<file path="src/rtl/liu_alarm_cfg.svh">
// address map, field positions, reset values and timing for the alarm block
`ifndef LIU_ALARM_CFG_SVH
`define LIU_ALARM_CFG_SVH
`define ADDR_W 8
`define DATA_W 8
`define CH_MSB 6
`define CH_LSB 4
`define IDX_MSB 3
`define IDX_LSB 0
`define BIT_PAGE 7
`define IDX_LINE_TEST 4'h3
`define IDX_IRQ_EN 4'h4
`define IDX_LIVE 4'h5
`define IDX_CHANGE 4'h6
`define RESET_BYTE 8'h00
`define ALARM_BITS 7
`define BIT_RXRES_HI 4
`define BIT_RXRES_LO 3
`define BIT_MODE_HI 7
`define BIT_MODE_LO 6
`define BIT_LOOP_CODE 3
`define MODE_OFF 2'h0
`define MODE_UP 2'h1
`define MODE_DOWN 2'h2
`define MODE_AUTO 2'h3
`define RXRES_NONE 2'h0
`define RXRES_240 2'h1
`define RXRES_210 2'h2
`define RXRES_150 2'h3
`define PERSIST_S 5
`define CLK_HZ 100000000
`endif

</file>
<file path="src/rtl/liu_alarm_pkg.sv">
// types shared by the alarm block
package liu_alarm_pkg;
  typedef enum logic [1:0] {
    LOOP_OFF,
    LOOP_MANUAL,
    LOOP_AUTO_UP,
    LOOP_AUTO_DOWN
  } loop_state_t;
  typedef struct packed {
    logic driver_fault;
    logic fifo_limit;
    logic code_violation;
    logic all_ones_seen;
    logic signal_loss;
    logic pattern_lock;
  } detect_t;
  typedef struct packed {
    logic [7:0] addr;
    logic [7:0] wdata;
    logic wr;
    logic rd;
  } host_req_t;
endpackage

</file>
<file path="src/rtl/liu_channel_alarm_interrupt_regs.sv">
// eight-channel alarm status, enable, change latch and resistor select
// =====================================================================
`timescale 1ns/1ns
`include "liu_alarm_cfg.svh"
module liu_channel_alarm_interrupt_regs
  import liu_alarm_pkg::*;
#(
  parameter int unsigned CHANNELS = 8,
  parameter int unsigned PERSIST_CYCLES = `PERSIST_S * `CLK_HZ
)
(
  input wire logic clk_i,
  input wire logic reset_n_i,
  input wire logic [`ADDR_W-1:0] addr_i,
  input wire logic [`DATA_W-1:0] wdata_i,
  input wire logic wr_i,
  input wire logic rd_i,
  input wire logic [CHANNELS-1:0] driver_fault_i,
  input wire logic [CHANNELS-1:0] fifo_limit_i,
  input wire logic [CHANNELS-1:0] code_violation_i,
  input wire logic [CHANNELS-1:0] all_ones_seen_i,
  input wire logic [CHANNELS-1:0] signal_loss_i,
  input wire logic [CHANNELS-1:0] pattern_lock_i,
  input wire logic [CHANNELS-1:0] loop_up_code_i,
  input wire logic [CHANNELS-1:0] loop_down_code_i,
  output logic [`DATA_W-1:0] rdata_o,
  output logic [CHANNELS-1:0] irq_o,
  output logic [CHANNELS-1:0] remote_loop_o,
  output logic [2*CHANNELS-1:0] rx_resistor_sel_o
);
  initial
  begin
    if (CHANNELS < 1 || CHANNELS > 8)
      $error("channel count must be 1 to 8");
  end

  // =====================================================================
  // host access decode
  host_req_t req;
  assign req = '{addr: addr_i, wdata: wdata_i, wr: wr_i, rd: rd_i};

  function automatic logic hit(input logic [7:0] a, input logic [3:0] idx,
                               input int unsigned ch);
    hit = (a[`IDX_MSB:`IDX_LSB] == idx) &&
          (a[`CH_MSB:`CH_LSB] == 3'(ch)) && !a[`BIT_PAGE];
  endfunction

  wire logic [2:0] sel_ch = req.addr[`CH_MSB:`CH_LSB];
  wire logic [3:0] sel_idx = req.addr[`IDX_MSB:`IDX_LSB];
  wire logic sel_ok = !req.addr[`BIT_PAGE] && (32'(sel_ch) < CHANNELS);

  logic [`DATA_W-1:0] line_q [CHANNELS];
  logic [`DATA_W-1:0] en_q [CHANNELS];
  logic [`DATA_W-1:0] live_q [CHANNELS];
  logic [`DATA_W-1:0] chg_q [CHANNELS];
  logic [`DATA_W-1:0] rdata_q;
  logic [CHANNELS-1:0] irq_q;
  logic [CHANNELS-1:0] rloop_q;
  logic [2*CHANNELS-1:0] rxres_q;

  // =====================================================================
  // per-channel logic
  genvar g;
  generate
    for (g = 0; g < CHANNELS; g++)
    begin : gen_ch
      detect_t det;
      logic [`DATA_W-1:0] live_d, chg_d, delta;
      logic seen, rloop;
      wire logic wr_line = req.wr && hit(req.addr, `IDX_LINE_TEST, g);
      wire logic wr_en = req.wr && hit(req.addr, `IDX_IRQ_EN, g);
      wire logic rd_chg = req.rd && hit(req.addr, `IDX_CHANGE, g);

      assign det = '{driver_fault: driver_fault_i[g],
                     fifo_limit: fifo_limit_i[g],
                     code_violation: code_violation_i[g],
                     all_ones_seen: all_ones_seen_i[g],
                     signal_loss: signal_loss_i[g],
                     pattern_lock: pattern_lock_i[g]};

      loop_code_persist #(.PERSIST_CYCLES(PERSIST_CYCLES)) u_loop (
        .clk_i(clk_i),
        .reset_n_i(reset_n_i),
        .mode_i(line_q[g][`BIT_MODE_HI:`BIT_MODE_LO]),
        .up_code_i(loop_up_code_i[g]),
        .down_code_i(loop_down_code_i[g]),
        .loop_code_seen_o(seen),
        .remote_loop_o(rloop)
      );

      // live bits follow detectors directly, no latching, except bit 3, the loop timer's seen flag, held in auto mode
      assign live_d = {1'b0,
                       det.driver_fault,
                       det.fifo_limit,
                       det.code_violation,
                       seen,
                       det.all_ones_seen,
                       det.signal_loss,
                       det.pattern_lock};
      assign delta = live_d ^ live_q[g];
      // new changes win over the read clear
      assign chg_d = (rd_chg ? `RESET_BYTE : chg_q[g]) | delta;

      always_ff @(posedge clk_i or negedge reset_n_i)
      begin
        if (!reset_n_i)
        begin
          line_q[g] <= `RESET_BYTE;
          en_q[g] <= `RESET_BYTE;
          live_q[g] <= `RESET_BYTE;
          chg_q[g] <= `RESET_BYTE;
          irq_q[g] <= 1'b0;
          rloop_q[g] <= 1'b0;
          rxres_q[2*g +: 2] <= `RXRES_NONE;
        end
        else
        begin
          if (wr_line)
            line_q[g] <= req.wdata;
          if (wr_en)
            en_q[g] <= {1'b0, req.wdata[`ALARM_BITS-1:0]};
          live_q[g] <= live_d;
          chg_q[g] <= chg_d;
          // line stays up while any enabled change is pending
          irq_q[g] <= |(chg_d & en_q[g]);
          rloop_q[g] <= rloop;
          rxres_q[2*g +: 2] <= {line_q[g][`BIT_RXRES_HI],
                                line_q[g][`BIT_RXRES_LO]};
        end
      end
    end
  endgenerate

  // =====================================================================
  // read path, registered one cycle after the strobe
  logic [`DATA_W-1:0] rmux;
  always_comb
  begin
    rmux = `RESET_BYTE;
    if (sel_ok)
    begin
      unique case (sel_idx)
        `IDX_LINE_TEST: rmux = line_q[sel_ch];
        `IDX_IRQ_EN: rmux = en_q[sel_ch];
        `IDX_LIVE: rmux = live_q[sel_ch];
        `IDX_CHANGE: rmux = chg_q[sel_ch];
        default: rmux = `RESET_BYTE;
      endcase
    end
  end

  always_ff @(posedge clk_i or negedge reset_n_i)
  begin
    if (!reset_n_i)
      rdata_q <= `RESET_BYTE;
    else if (req.rd)
      rdata_q <= rmux;
  end

  assign rdata_o = rdata_q;
  assign irq_o = irq_q;
  assign remote_loop_o = rloop_q;
  assign rx_resistor_sel_o = rxres_q;
endmodule

</file>
<file path="src/rtl/loop_code_persist.sv">
// per-channel loop code persistence timer and automatic loopback control
`timescale 1ns/1ns
`include "liu_alarm_cfg.svh"
module loop_code_persist
  import liu_alarm_pkg::*;
#(
  parameter int unsigned PERSIST_CYCLES = `PERSIST_S * `CLK_HZ
)
(
  input wire logic clk_i,
  input wire logic reset_n_i,
  input wire logic [1:0] mode_i,
  input wire logic up_code_i,
  input wire logic down_code_i,
  output logic loop_code_seen_o,
  output logic remote_loop_o
);
  initial
  begin
    if (PERSIST_CYCLES < 2)
      $error("persist count too small");
  end

  localparam int CW = $clog2(PERSIST_CYCLES + 1);
  loop_state_t state_q, state_d;
  logic [CW-1:0] cnt_q, cnt_d;
  logic [1:0] mode_q;
  logic seen_q, seen_d;
  logic loop_q, loop_d;

  // selected code for the current phase
  wire logic want_up = (mode_i == `MODE_UP) ||
    (state_q == LOOP_AUTO_UP);
  wire logic code_now = want_up ? up_code_i : down_code_i;
  // "over" five seconds: the count must reach the figure with the code still present
  wire logic persisted = (cnt_q == CW'(PERSIST_CYCLES));
  wire logic mode_change = (mode_i != mode_q);

  always_comb
  begin
    state_d = state_q;
    seen_d = seen_q;
    loop_d = loop_q;
    cnt_d = code_now ? (persisted ? cnt_q : cnt_q + 1'b1) : '0;
    if (mode_change)
    begin
      cnt_d = '0;
      seen_d = 1'b0;
      loop_d = 1'b0;
      unique case (mode_i)
        `MODE_OFF: state_d = LOOP_OFF;
        `MODE_AUTO: state_d = LOOP_AUTO_UP;
        default: state_d = LOOP_MANUAL;
      endcase
    end
    else
    begin
      unique case (state_q)
        LOOP_OFF:
        begin
          seen_d = 1'b0;
          cnt_d = '0;
        end
        LOOP_MANUAL:
          seen_d = persisted && code_now;
        LOOP_AUTO_UP:
          if (persisted && code_now)
          begin
            seen_d = 1'b1;
            loop_d = 1'b1;
            cnt_d = '0;
            state_d = LOOP_AUTO_DOWN;
          end
        LOOP_AUTO_DOWN:
          if (persisted && code_now)
          begin
            seen_d = 1'b0;
            loop_d = 1'b0;
            cnt_d = '0;
            state_d = LOOP_AUTO_UP;
          end
          else
            seen_d = 1'b1;
      endcase
    end
  end

  always_ff @(posedge clk_i or negedge reset_n_i)
  begin
    if (!reset_n_i)
    begin
      state_q <= LOOP_OFF;
      cnt_q <= '0;
      mode_q <= `MODE_OFF;
      seen_q <= 1'b0;
      loop_q <= 1'b0;
    end
    else
    begin
      state_q <= state_d;
      cnt_q <= cnt_d;
      mode_q <= mode_i;
      seen_q <= seen_d;
      loop_q <= loop_d;
    end
  end

  assign loop_code_seen_o = seen_q;
  assign remote_loop_o = loop_q;
endmodule

</file>
<file path="config.mk">
export PLATFORM = sky130hd
export DESIGN_NAME = liu_channel_alarm_interrupt_regs
export DESIGN_NICKNAME = d
export VERILOG_FILES = /design/src/rtl/liu_alarm_pkg.sv /design/src/rtl/liu_channel_alarm_interrupt_regs.sv /design/src/rtl/loop_code_persist.sv
export VERILOG_INCLUDE_DIRS = /design/src /design/src/rtl
export SDC_FILE = /design/constraint.sdc
export NUM_CORES = 1
export LEC_CHECK = 0
export ABC_AREA = 1
export BUFFER_PORTS_ARGS = -buffer_cell sky130_fd_sc_hd__buf_4
export CORE_MARGIN = 1.5
export CORE_UTILIZATION = 25
export DETAILED_ROUTE_END_ITERATION = 10
export REMOVE_ABC_BUFFERS = 1
export SLEW_MARGIN = 20
export SYNTH_ARGS = -nofsm -noshare
export SYNTH_HDL_FRONTEND = slang
export SYNTH_SLANG_ARGS = --single-unit
</file>
<file path="constraint.sdc">
create_clock -name clk_i -period 1.6 [get_ports clk_i]
set_input_delay 0.08 -clock clk_i [delete_from_list [all_inputs] [get_ports clk_i]]
set_output_delay 0.08 -clock clk_i [all_outputs]
set_load 0.03 [all_outputs]
</file>
==> results of run 1 <==
report_power, final:
group / internal, mW / switching (mW) / total (mW) / leakage, nW
Clock: 9.26 / 6.09 / 15.3 / 1.07
Combinational: 3.67 / 4.76 / 8.44 / 10.0
Sequential: 14.5 / 0.491 / 15.0 / 7.25
Total: 27.5 / 11.3 / 38.8 / 18.3
layer usage:
| metal | vias to the layer above | GRT usage (%) |
|---|---|---|
| li1 | 12800 | - |
| met1 | 12600 | 21.2 |
| met2 | 647 | 24.5 |
| met3 | 158 | 2.29 |
| met4 | 4 | 4.97 |
| met5 | - | 0 |
critical path, stage by stage (launching register included):
cell	delay [ns]
dfrtp_1	0.39
inv_2	0.09
ha_4	0.14
nand2_4	0.05
nor3_4	0.18
nand3_2	0.10
nor2_4	0.17
nand3_2	0.13
nand3_4	0.16
buf_12	0.19
nor2_2	0.04
cells in the final DEF (no fill, tap or decap), types with 11 or more instances in the layout:
master / count
nand2_1: 1127
buf_4: 609
dfrtp_1: 546
inv_1: 282
nor2_1: 274
o21ai_0: 156
nor2_4: 132
nand3_1: 127
xor2_1: 107
nor2_2: 105
xnor2_1: 103
nand4_1: 97
clkbuf_16: 71
nor3_1: 64
dlygate4sd3_1: 61
buf_12: 47
inv_2: 42
a21oi_1: 37
a21oi_2: 34
nor3_2: 33
buf_6: 32
nand3_2: 27
nand2_2: 26
nand2_4: 25
xor2_2: 24
nand3_4: 17
or2_2: 15
ha_4: 14
nor3_4: 12
clkbuf_1: 11
clkbuf_8: 11
synth_stat cells, drive strengths merged:
cell / instances / area, sq um
dfrtp: 552 / 13800
or3: 2 / 12.5
o22ai: 3 / 18.8
nor2: 511 / 2010
clkinv: 1 / 3.75
a21oi: 74 / 370
o31ai: 1 / 7.51
o21bai: 4 / 30.0
nor3: 109 / 587
nor3b: 4 / 30.0
ha: 32 / 400
or2: 19 / 119
xor2: 132 / 1160
nand2: 1178 / 4420
a31o: 1 / 8.76
a22oi: 1 / 7.51
nand3b: 10 / 78.8
clkbuf: 37 / 139
o21ai: 172 / 865
nand4: 97 / 607
a21o: 1 / 7.51
nand3: 171 / 881
inv: 328 / 1230
and3: 1 / 6.26
and2: 4 / 25.0
nor4: 3 / 18.8
buf: 45 / 269
xnor2: 105 / 920
a21boi: 1 / 7.51
registers in the layout, summed over array words and instances, names as in the netlist:
register / flops
gen_ch.u_loop.loop_code_seen_o: 8
en_q: 56
live_q: 56
gen_ch.u_loop.state_q: 16
gen_ch.u_loop.cnt_q: 232
rx_resistor_sel_o: 16
remote_loop_o: 8
rdata_o: 8
gen_ch.u_loop.remote_loop_o: 8
chg_q: 56
gen_ch.u_loop.mode_q: 16
line_q: 64
irq_o: 8
worst max path at each step:
| stage | startpoint | end |
|---|---|---|
| 2_1_floorplan | addr_i[5] | rdata_o[0] |
| 3_3_place_gp | addr_i[4] | irq_o[4] |
| 3_5_place_dp | addr_i[4] | irq_o[4] |
| 5_1_grt | gen_ch[7].u_loop.cnt_q[0] | gen_ch[7].u_loop.cnt_q[28] |
| 4_1_cts | line_q[30] | gen_ch[4].u_loop.cnt_q[28] |
| 6_report | gen_ch[5].u_loop.cnt_q[1] | gen_ch[5].u_loop.cnt_q[5] |
kinds of logic after synthesis:
logic type      count (synthesis)
compound gates                258
xor+xnor                      237
fa+ha+maj                      32
buf+inv                       411
flops                         552
simple gates                 2109
cell type report:
cell class | count | area share (%)
clock buffer | 90 | 4.60
timing repair buffer | 761 | 16.5
sequential | 552 | 33.6
clock inverter | 23 | 0.717
tap | 1488 | 4.52
inverter | 329 | 3.02
multi-input combinational | 2636 | 37.1
antenna | 1 | 0.00608
stage by stage:
| stage | instances | setup slack [ns] | area (sq um) | total power, mW | util, % |
|---|---|---|---|---|---|
| global placement | 5611 | -0.240 | 34500 | 20.4 | 31.1 |
| global route | 5879 | -0.288 | 41200 | 40.4 | 37.1 |
| floorplan | 3517 | -1.13 | 27600 | 17.6 | - |
| CTS | 5852 | -0.153 | 39200 | 38.3 | 35.3 |
| finish | 5880 | -0.179 | 41200 | 38.8 | 37.1 |
| detailed placement | 5611 | -0.263 | 34500 | 20.5 | 31.1 |
timing repair:
action	4_1_cts	5_1_grt
pin swaps	26	115
setup buffers	48	44
endpoints found under the setup margin	241	279
hold buffers	62	0
gates cloned	18	4
hold endpoints to repair	699	0
resized for setup	278	508
==> flow_summary.toml, run 1 <==
[layout]
seqCellArea_sq_um = 13800
final_nets = 4463
fillers = 11100
multiInputGateArea_sq_um = 15300
drive_gt1_share_pct = 30.8
area_growth_pct = 46.8

[floorplan]
dieHeight_um = 338
io_pins = 124
die_w_um = 338
fp.dieArea_sq_um = 114000
coreArea_sq_um = 111000
start_util_pct = 25.3
rows = 122

[drt]
drc = 0
wl_um = 89800
dr.pass1.iters = 6
top_layer = "met5"
wl_met2_um = 41300
drt-initial-drc-count = 1688
post_drt_wl_per_cell_um = 15.3
vias_per_cell = 4.46
met3_length_um = 4740
via_count = 26200
met1_length_um = 40800
ant_nets = 0

[critical_path]
reg2reg_from = "gen_ch[5].u_loop.cnt_q[1]"
ff2ff_path_depth = 10
cp_max_fo = 8
r2r_slack_ns = -0.18
crit_required_ns = 2.09
start_kind = "flop"
worstPathArrival_ns = 2.26
path_class = "flop to flop"
end_kind = "flop"
rr_endpoint = "gen_ch[5].u_loop.cnt_q[5]"

[status]
violations = "negative hold slack, negative setup slack"
status = "finished, violations left"

[clocking]
path_clk_slew_ns = 0.06
clk_path_buf_depth = 3
root_buffer = "clkbuf_16"
htreeDepth = 3
cts_tree = "built"
numCtsBuffers = 67
clock_latency_ns = 0.60
clock_sinks = 552

[sta]
whs_ns = -0.0432
fmax_ghz = 0.562
fin_skew_ns = 0.0271
totalNegativeSetupSlack_ns = -26.09
rsz0062_at_grt = "yes"
setup_slack_ns = -0.179
fin_crit_ns = 1.78
setup_viol_count_final = 236
hold_violations = 18
finalMaxSlewViolations = 0
relSlewSlack_pct = 67.9
worst_pin_slew_ns = 0.480
min_period_over_period_pct = 111

[global_routing]
grt_usage_pct = 15.3
antenna_found_initial = 5
grt_start_max_net_pins = 75
grt_pass1_vias = 25600
grt_overflow = 0
grt_pass1_wl_um = 139000

[place]
numPortBuffers = 123
hpwlAfterDp_um = 62700
routabilityCongestion = 0.897

[pwr]
p_leak_nw = 18.3
vdd_drop_max_mv = 0.619
power.density_nw_per_um2 = 942

[synth]
synth_compound_area_share_pct = 4.71
syn_inst = 3599
ys_ff_latch = 552
synthAdderAreaFrac_pct = 1.43
syn-cell-area_sq_um = 28100
ys_seq_area_share_pct = 49.2
yosysWarningCount = 0
yosys.area_share.simple_pct = 31.4
avgSynthCellArea_sq_um = 7.79
synthMuxAreaShare_pct = 0
synth_top_family_by_area = "simple AND/OR/NAND/NOR gates"
ys_types = 44
synth_xor_area_share_pct = 7.40

[job]
cap_violations = 0

[hold_path]
hold_class = "input pin to async pin"
No activity file was read; power rests on OpenSTA's default activity.
==> inputs of run 2 (changes only) <==
--- a/config.mk
+++ b/config.mk
@@ -8,9 +8,12 @@
 export LEC_CHECK = 0
 export ABC_AREA = 1
 export BUFFER_PORTS_ARGS = -buffer_cell sky130_fd_sc_hd__buf_4
+export CELL_PAD_IN_SITES_DETAIL_PLACEMENT = 1
+export CELL_PAD_IN_SITES_GLOBAL_PLACEMENT = 1
 export CORE_MARGIN = 1.5
 export CORE_UTILIZATION = 25
 export DETAILED_ROUTE_END_ITERATION = 10
+export PLACE_DENSITY_LB_ADDON = 0.1
 export REMOVE_ABC_BUFFERS = 1
 export SLEW_MARGIN = 20
 export SYNTH_ARGS = -nofsm -noshare
==> run 2 against run 1 <==
Against the previous run: the flow finishes with violations (negative setup slack); global-route usage increased by 3.1 points; non-clock buffer count increased by 106; clock skew is 0.0017 ns lower; utilization is 0.88 points higher; combinational power increased by 0.9%; sequential cell count did not move; hold slack better by 0.061 ns; critical endpoint is now gen_ch[6].u_loop.cnt_q[14]; largest cell class unchanged; highest routed layer unchanged.
==> flow_summary.toml, run 2 (synthesis results as in run 1) <==
[sta]
fmax_ghz = 0.550
setup_viol_count_final = 246
fin_skew_ns = 0.0254
rsz0062_at_grt = "yes"
min_period_over_period_pct = 114
totalNegativeSetupSlack_ns = -28.19
worst_pin_slew_ns = 0.691
hold_violations = 0
setup_slack_ns = -0.217
whs_ns = 0.0174
finalMaxSlewViolations = 0
fin_crit_ns = 1.82
relSlewSlack_pct = 53.8

[drt]
dr.pass1.iters = 4
post_drt_wl_per_cell_um = 17.4
wl_um = 104000
drc = 0
vias_per_cell = 4.36
ant_nets = 0
drt-initial-drc-count = 1049
via_count = 26200

[layout]
antennaDiodeCount = 0
fillers = 13200
seqCellArea_sq_um = 13800
multiInputGateArea_sq_um = 15000
final_nets = 4576
layout_commonest_cell = "nand2_1"
top_regs = "gen_ch.u_loop.cnt_q: 232 flops, line_q: 64 flops"
top_register = "gen_ch.u_loop.cnt_q"
final_cell_mix = "nand2_1 (1,124), buf_4 (707), dfrtp_1 (545)"
stdcell_area_sq_um = 42200
area_growth_pct = 50.3
drive_gt1_share_pct = 32.2
largest_reg_flops = 232

[global_routing]
grt_use_met3_pct = 2.62
use_met1_pct = 25.3
antenna_found_initial = 1
grt_overflow = 0
grt_usage_pct = 18.4
grt_pass1_wl_um = 162000
grt_start_max_net_pins = 78
grt_busiest_layer = "met2"
grt_use_met2_pct = 30.5
grt_pass1_vias = 28200

[place]
hpwlAfterDp_um = 75100
routabilityCongestion = 0.797
numPortBuffers = 123
dpl-instance-area_sq_um = 35500

[clocking]
clock_latency_ns = 0.65
clock_sinks = 552
path_clk_slew_ns = 0.05
clk_path_buf_depth = 3
htreeDepth = 3
cts_tree = "built"
numCtsBuffers = 74
root_buffer = "clkbuf_16"

[job]
cap_violations = 0

[floorplan]
rows = 122
start_util_pct = 25.3
dieHeight_um = 338
die_w_um = 338
fp.dieArea_sq_um = 114000
coreArea_sq_um = 111000
io_pins = 124

[critical_path]
worstPathArrival_ns = 2.32
end_kind = "flop"
path_class = "flop to flop"
cp_max_fo = 8
start_kind = "flop"
crit_required_ns = 2.10

[pwr]
vdd_drop_max_mv = 0.738
power.density_nw_per_um2 = 972
totalPowerFinal_mw = 41.0
p_leak_nw = 18.9

[status]
status = "finished, violations left"
violations = "negative setup slack"

[hold_path]
hold_class = "input pin to flop"
[run 2: changes by cell type in the layout (fill, tap and decap cells not counted), moves of 11 or more]
| cell | before | now |
|---|---|---|
| buf_4 | 609 | 707 |
| nor2_4 | 132 | 110 |
| clkbuf_16 | 71 | 84 |
| nor2_2 | 105 | 118 |
| clkbuf_8 | 11 | 22 |
| nand2_2 | 26 | 37 |
[run 2: path summary, 6_finish.rpt]
path	startpoint	endpoint	slack, ns	cells past startpoint
setup / recovery	gen_ch[6].u_loop.cnt_q[1]	gen_ch[6].u_loop.cnt_q[14]	-0.22	10
hold / removal	loop_down_code_i[4]	gen_ch[4].u_loop.remote_loop_o	0.02	6
setup reg to reg	gen_ch[6].u_loop.cnt_q[1]	gen_ch[6].u_loop.cnt_q[14]	-0.22	10
hold reg to reg	gen_ch[1].u_loop.remote_loop_o	remote_loop_o[1]	0.40	0
max in group asynchronous	reset_n_i	line_q[19]	0.29	3
min in group asynchronous	reset_n_i	gen_ch[3].u_loop.cnt_q[13]	0.19	3
[run 2: worst max-delay path, stage by stage (launching register included)]
cell and delay [ns]:
dfrtp_1 0.39, inv_2 0.09, ha_4 0.15, nand2_4 0.05, nor3_4 0.22, nand3_2 0.12
nor2_4 0.15, nand3_2 0.13, nand3_4 0.16, buf_12 0.19, nor2_4 0.04
[run 2: what timing repair did]
action,4_1_cts,5_1_grt
setup buffers,29,33
gates resized for setup,233,472
hold buffers,67,0
cloned,13,8
endpoints found under the setup margin,258,259
pin swaps,31,115
hold endpoints to repair,781,0
[run 2: cell type report]
cell class	instances	area share (%)
Multi-Input combinational cell	2636	35.5
Sequential cell	552	32.8
Timing Repair Buffer	867	18.3
Clock buffer	111	5.34
Tap cell	1488	4.42
Inverter	329	2.95
Clock inverter	27	0.727
[run 2: report_power, final]
group	internal, mW	switching (mW)
sequential	14.5	0.462
combinational	3.79	4.73
clock	10.6	6.86
[run 2: layer usage]
metal  routed length (um)  vias to the layer above
met4                 1900                        2
li1                     -                    13100
met3                 2450                      108
met5                   13                        -
met2                49500                      219
met1                50500                    12800
[run 2: per-stage QoR]
stage	utilization, %	setup slack (ns)	cells
floorplan	-	-1.13	3517
global placement	32.0	-0.247	5732
detailed placement	32.0	-0.255	5732
CTS	36.2	-0.207	5979
global route	38.0	-0.308	6010
finish	38.0	-0.217	6010
==> inputs of run 3 (changes only) <==
==> constraint.sdc (replaced) <==
create_clock -name clk_i -period 1.65 [get_ports clk_i]
set_input_delay 0.0825 -clock clk_i [delete_from_list [all_inputs] [get_ports clk_i]]
set_output_delay 0.0825 -clock clk_i [all_outputs]
set_load 0.03 [all_outputs]
==> run 3 against run 2 <==
Against the previous run: the run still ends with negative setup slack left; critical path depth up 2; sequential share of layout area up 0.60 points; sequential cell count unchanged; clock power about the same; cell area down 1.8%; combinational power down 7.0%; fmax up 1.8%.
==> flow_summary.toml, run 3 (synthesis results as in run 1) <==
[status]
status = "finished, violations left"
violations = "negative setup slack"

[pwr]
p_leak_nw = 18.6
p_sw_mw = 11.8
clkPwrFrac_pct = 44.0
vdd_drop_max_mv = 0.743
comb_power_share_pct = 19.7
power.density_nw_per_um2 = 969
p_int_mw = 28.4
power.share.switching_pct = 29.4
pwr-share-seq_pct = 36.3

[clocking]
numCtsBuffers = 75
clock_sinks = 552
htreeDepth = 3
path_clk_slew_ns = 0.06
cts_tree = "built"
root_buffer = "clkbuf_16"
clk_path_buf_depth = 3
clock_latency_ns = 0.66

[sta]
finalMaxSlewViolations = 0
fin_crit_ns = 1.78
setup_viol_count_final = 194
fin_skew_ns = 0.0232
rsz0062_at_grt = "yes"
min_period_over_period_pct = 108
setup_slack_ns = -0.135
hold_violations = 0
worst_pin_slew_ns = 0.751
relSlewSlack_pct = 49.7
fmax_ghz = 0.560

[place]
numPortBuffers = 123
place_inst = 5636
routabilityCongestion = 0.798
dp_slack_ns = -0.229
hpwlAfterDp_um = 74200

[layout]
final_cell_mix = "nand2_1 (1,136), buf_4 (646), dfrtp_1 (540)"
largest_reg_flops = 232
layout_commonest_cell = "nand2_1"
multiInputGateArea_sq_um = 14800
drive_gt1_share_pct = 30.0
fillers = 13200
seqCellArea_sq_um = 13800
final_nets = 4505
final_cell_count_no_fill = 5938
top_register = "gen_ch.u_loop.cnt_q"
antennaDiodeCount = 0
area_growth_pct = 47.7
top_regs = "gen_ch.u_loop.cnt_q: 232 flops, line_q: 64 flops"

[critical_path]
end_kind = "flop"
r2r_slack_ns = -0.13
reg2reg_from = "gen_ch[3].u_loop.cnt_q[1]"
start_kind = "flop"
worst_path_max_delay_cell = "dfrtp_1"
path_class = "flop to flop"
worstPathArrival_ns = 2.31
ff2ff_path_depth = 12
rr_endpoint = "gen_ch[3].u_loop.cnt_q[5]"
cp_max_fo = 7
crit_required_ns = 2.17
crit_chain = "buf_6 -> inv_4 -> ha_4 -> nand3_4 -> nor2_4 -> nand2_2 -> nor2_4 -> nand3_4 -> nand3_4 -> buf_12 -> buf_16 -> nor2_2"
crit_top_cell = "nand3_4"
critPathMaxStageDelay_ns = 0.39

[floorplan]
io_pins = 124
start_util_pct = 25.3
rows = 122
fp.dieArea_sq_um = 114000
die_w_um = 338
coreArea_sq_um = 111000
dieHeight_um = 338

[drt]
ant_nets = 0
via_count = 26000
post_drt_wl_per_cell_um = 17.6
dr.pass1.iters = 4
drc = 0
drt-initial-drc-count = 1226
vias_per_cell = 4.38
wl_um = 104000

[job]
cap_violations = 0

[global_routing]
grt_start_max_net_pins = 57
grt_pass1_vias = 27500
grt_pass1_wl_um = 162000
grt_usage_pct = 18.3
grt_overflow = 0
antenna_found_initial = 1

[hold_path]
worstHoldStart = "wdata_i[7]"
hold_class = "input pin to flop"
hold_end = "line_q[23]"
whs_path_depth = 3
## run 3: metal layers
layer	GRT usage, %	part of all wire (%)	up-vias
li1	-	-	12900
met1	25.8	49	12700
met2	29.8	47	262
met3	2.16	2.6	106
met4	4.47	1.8	2
met5	0	0.0067	-
## run 3: repair_timing
action	CTS	global route
hold endpoints to repair	773	0
setup endpoints to repair	223	257
cloned	11	6
pin swaps	40	86
resized for setup	251	380
setup buffers	45	48
hold buffers	68	0
## run 3: power by group through the flow
stage	combinational (mW)	sequential [mW]	clock, mW
floorplan	2.24	14.8	0
CTS	7.03	14.6	18.3
finish	7.92	14.6	17.7
detailed placement	5.47	14.8	0
global route	8.66	14.7	18.8
global placement	5.47	14.8	0
## run 3: per-stage QoR
step                util [%]  hold slack (ns)  instance area (sq um)  TNS, ns  power (mW)
finish                  37.3           0.0328                  41400   -11.74        40.2
global route            37.3           0.0383                  41400   -40.84        42.1
CTS                     35.7           0.0130                  39600    -9.36        39.9
detailed placement      31.3           0.0540                  34700   -21.55        20.3
global placement        31.3           0.0562                  34700   -14.45        20.2
floorplan                  -           -0.213                  27600   -52.55        17.1
## run 3: worst max-delay path by stage
stage	start	to	cells past startpoint
after floorplan	addr_i[5]	rdata_o[0]	8
after global placement	gen_ch[5].u_loop.cnt_q[7]	gen_ch[5].u_loop.cnt_q[26]	10
after detailed placement	gen_ch[5].u_loop.cnt_q[0]	gen_ch[5].u_loop.cnt_q[13]	11
after CTS	gen_ch[2].u_loop.cnt_q[1]	gen_ch[2].u_loop.cnt_q[6]	13
after global routing	gen_ch[3].u_loop.cnt_q[1]	gen_ch[3].u_loop.cnt_q[20]	12
final	gen_ch[3].u_loop.cnt_q[1]	gen_ch[3].u_loop.cnt_q[5]	12
## run 3: critical path: cells and delay by family, from the launching register on
kind	cells	cell delay, ns
adder cells (fa/ha/maj)	1	0.13
buffers and inverters	4	0.45
flip-flops	1	0.39
AND/OR/NAND/NOR	7	0.70
## run 3: layout make-up
cell class	count	share of cell area (%)
well taps	1488	4.49
clock buffers	98	5.05
flip-flops and latches	552	33.4
inverters	329	3.00
multi-input cells	2636	35.7
repair buffers	795	17.0
clock inverters	40	1.34
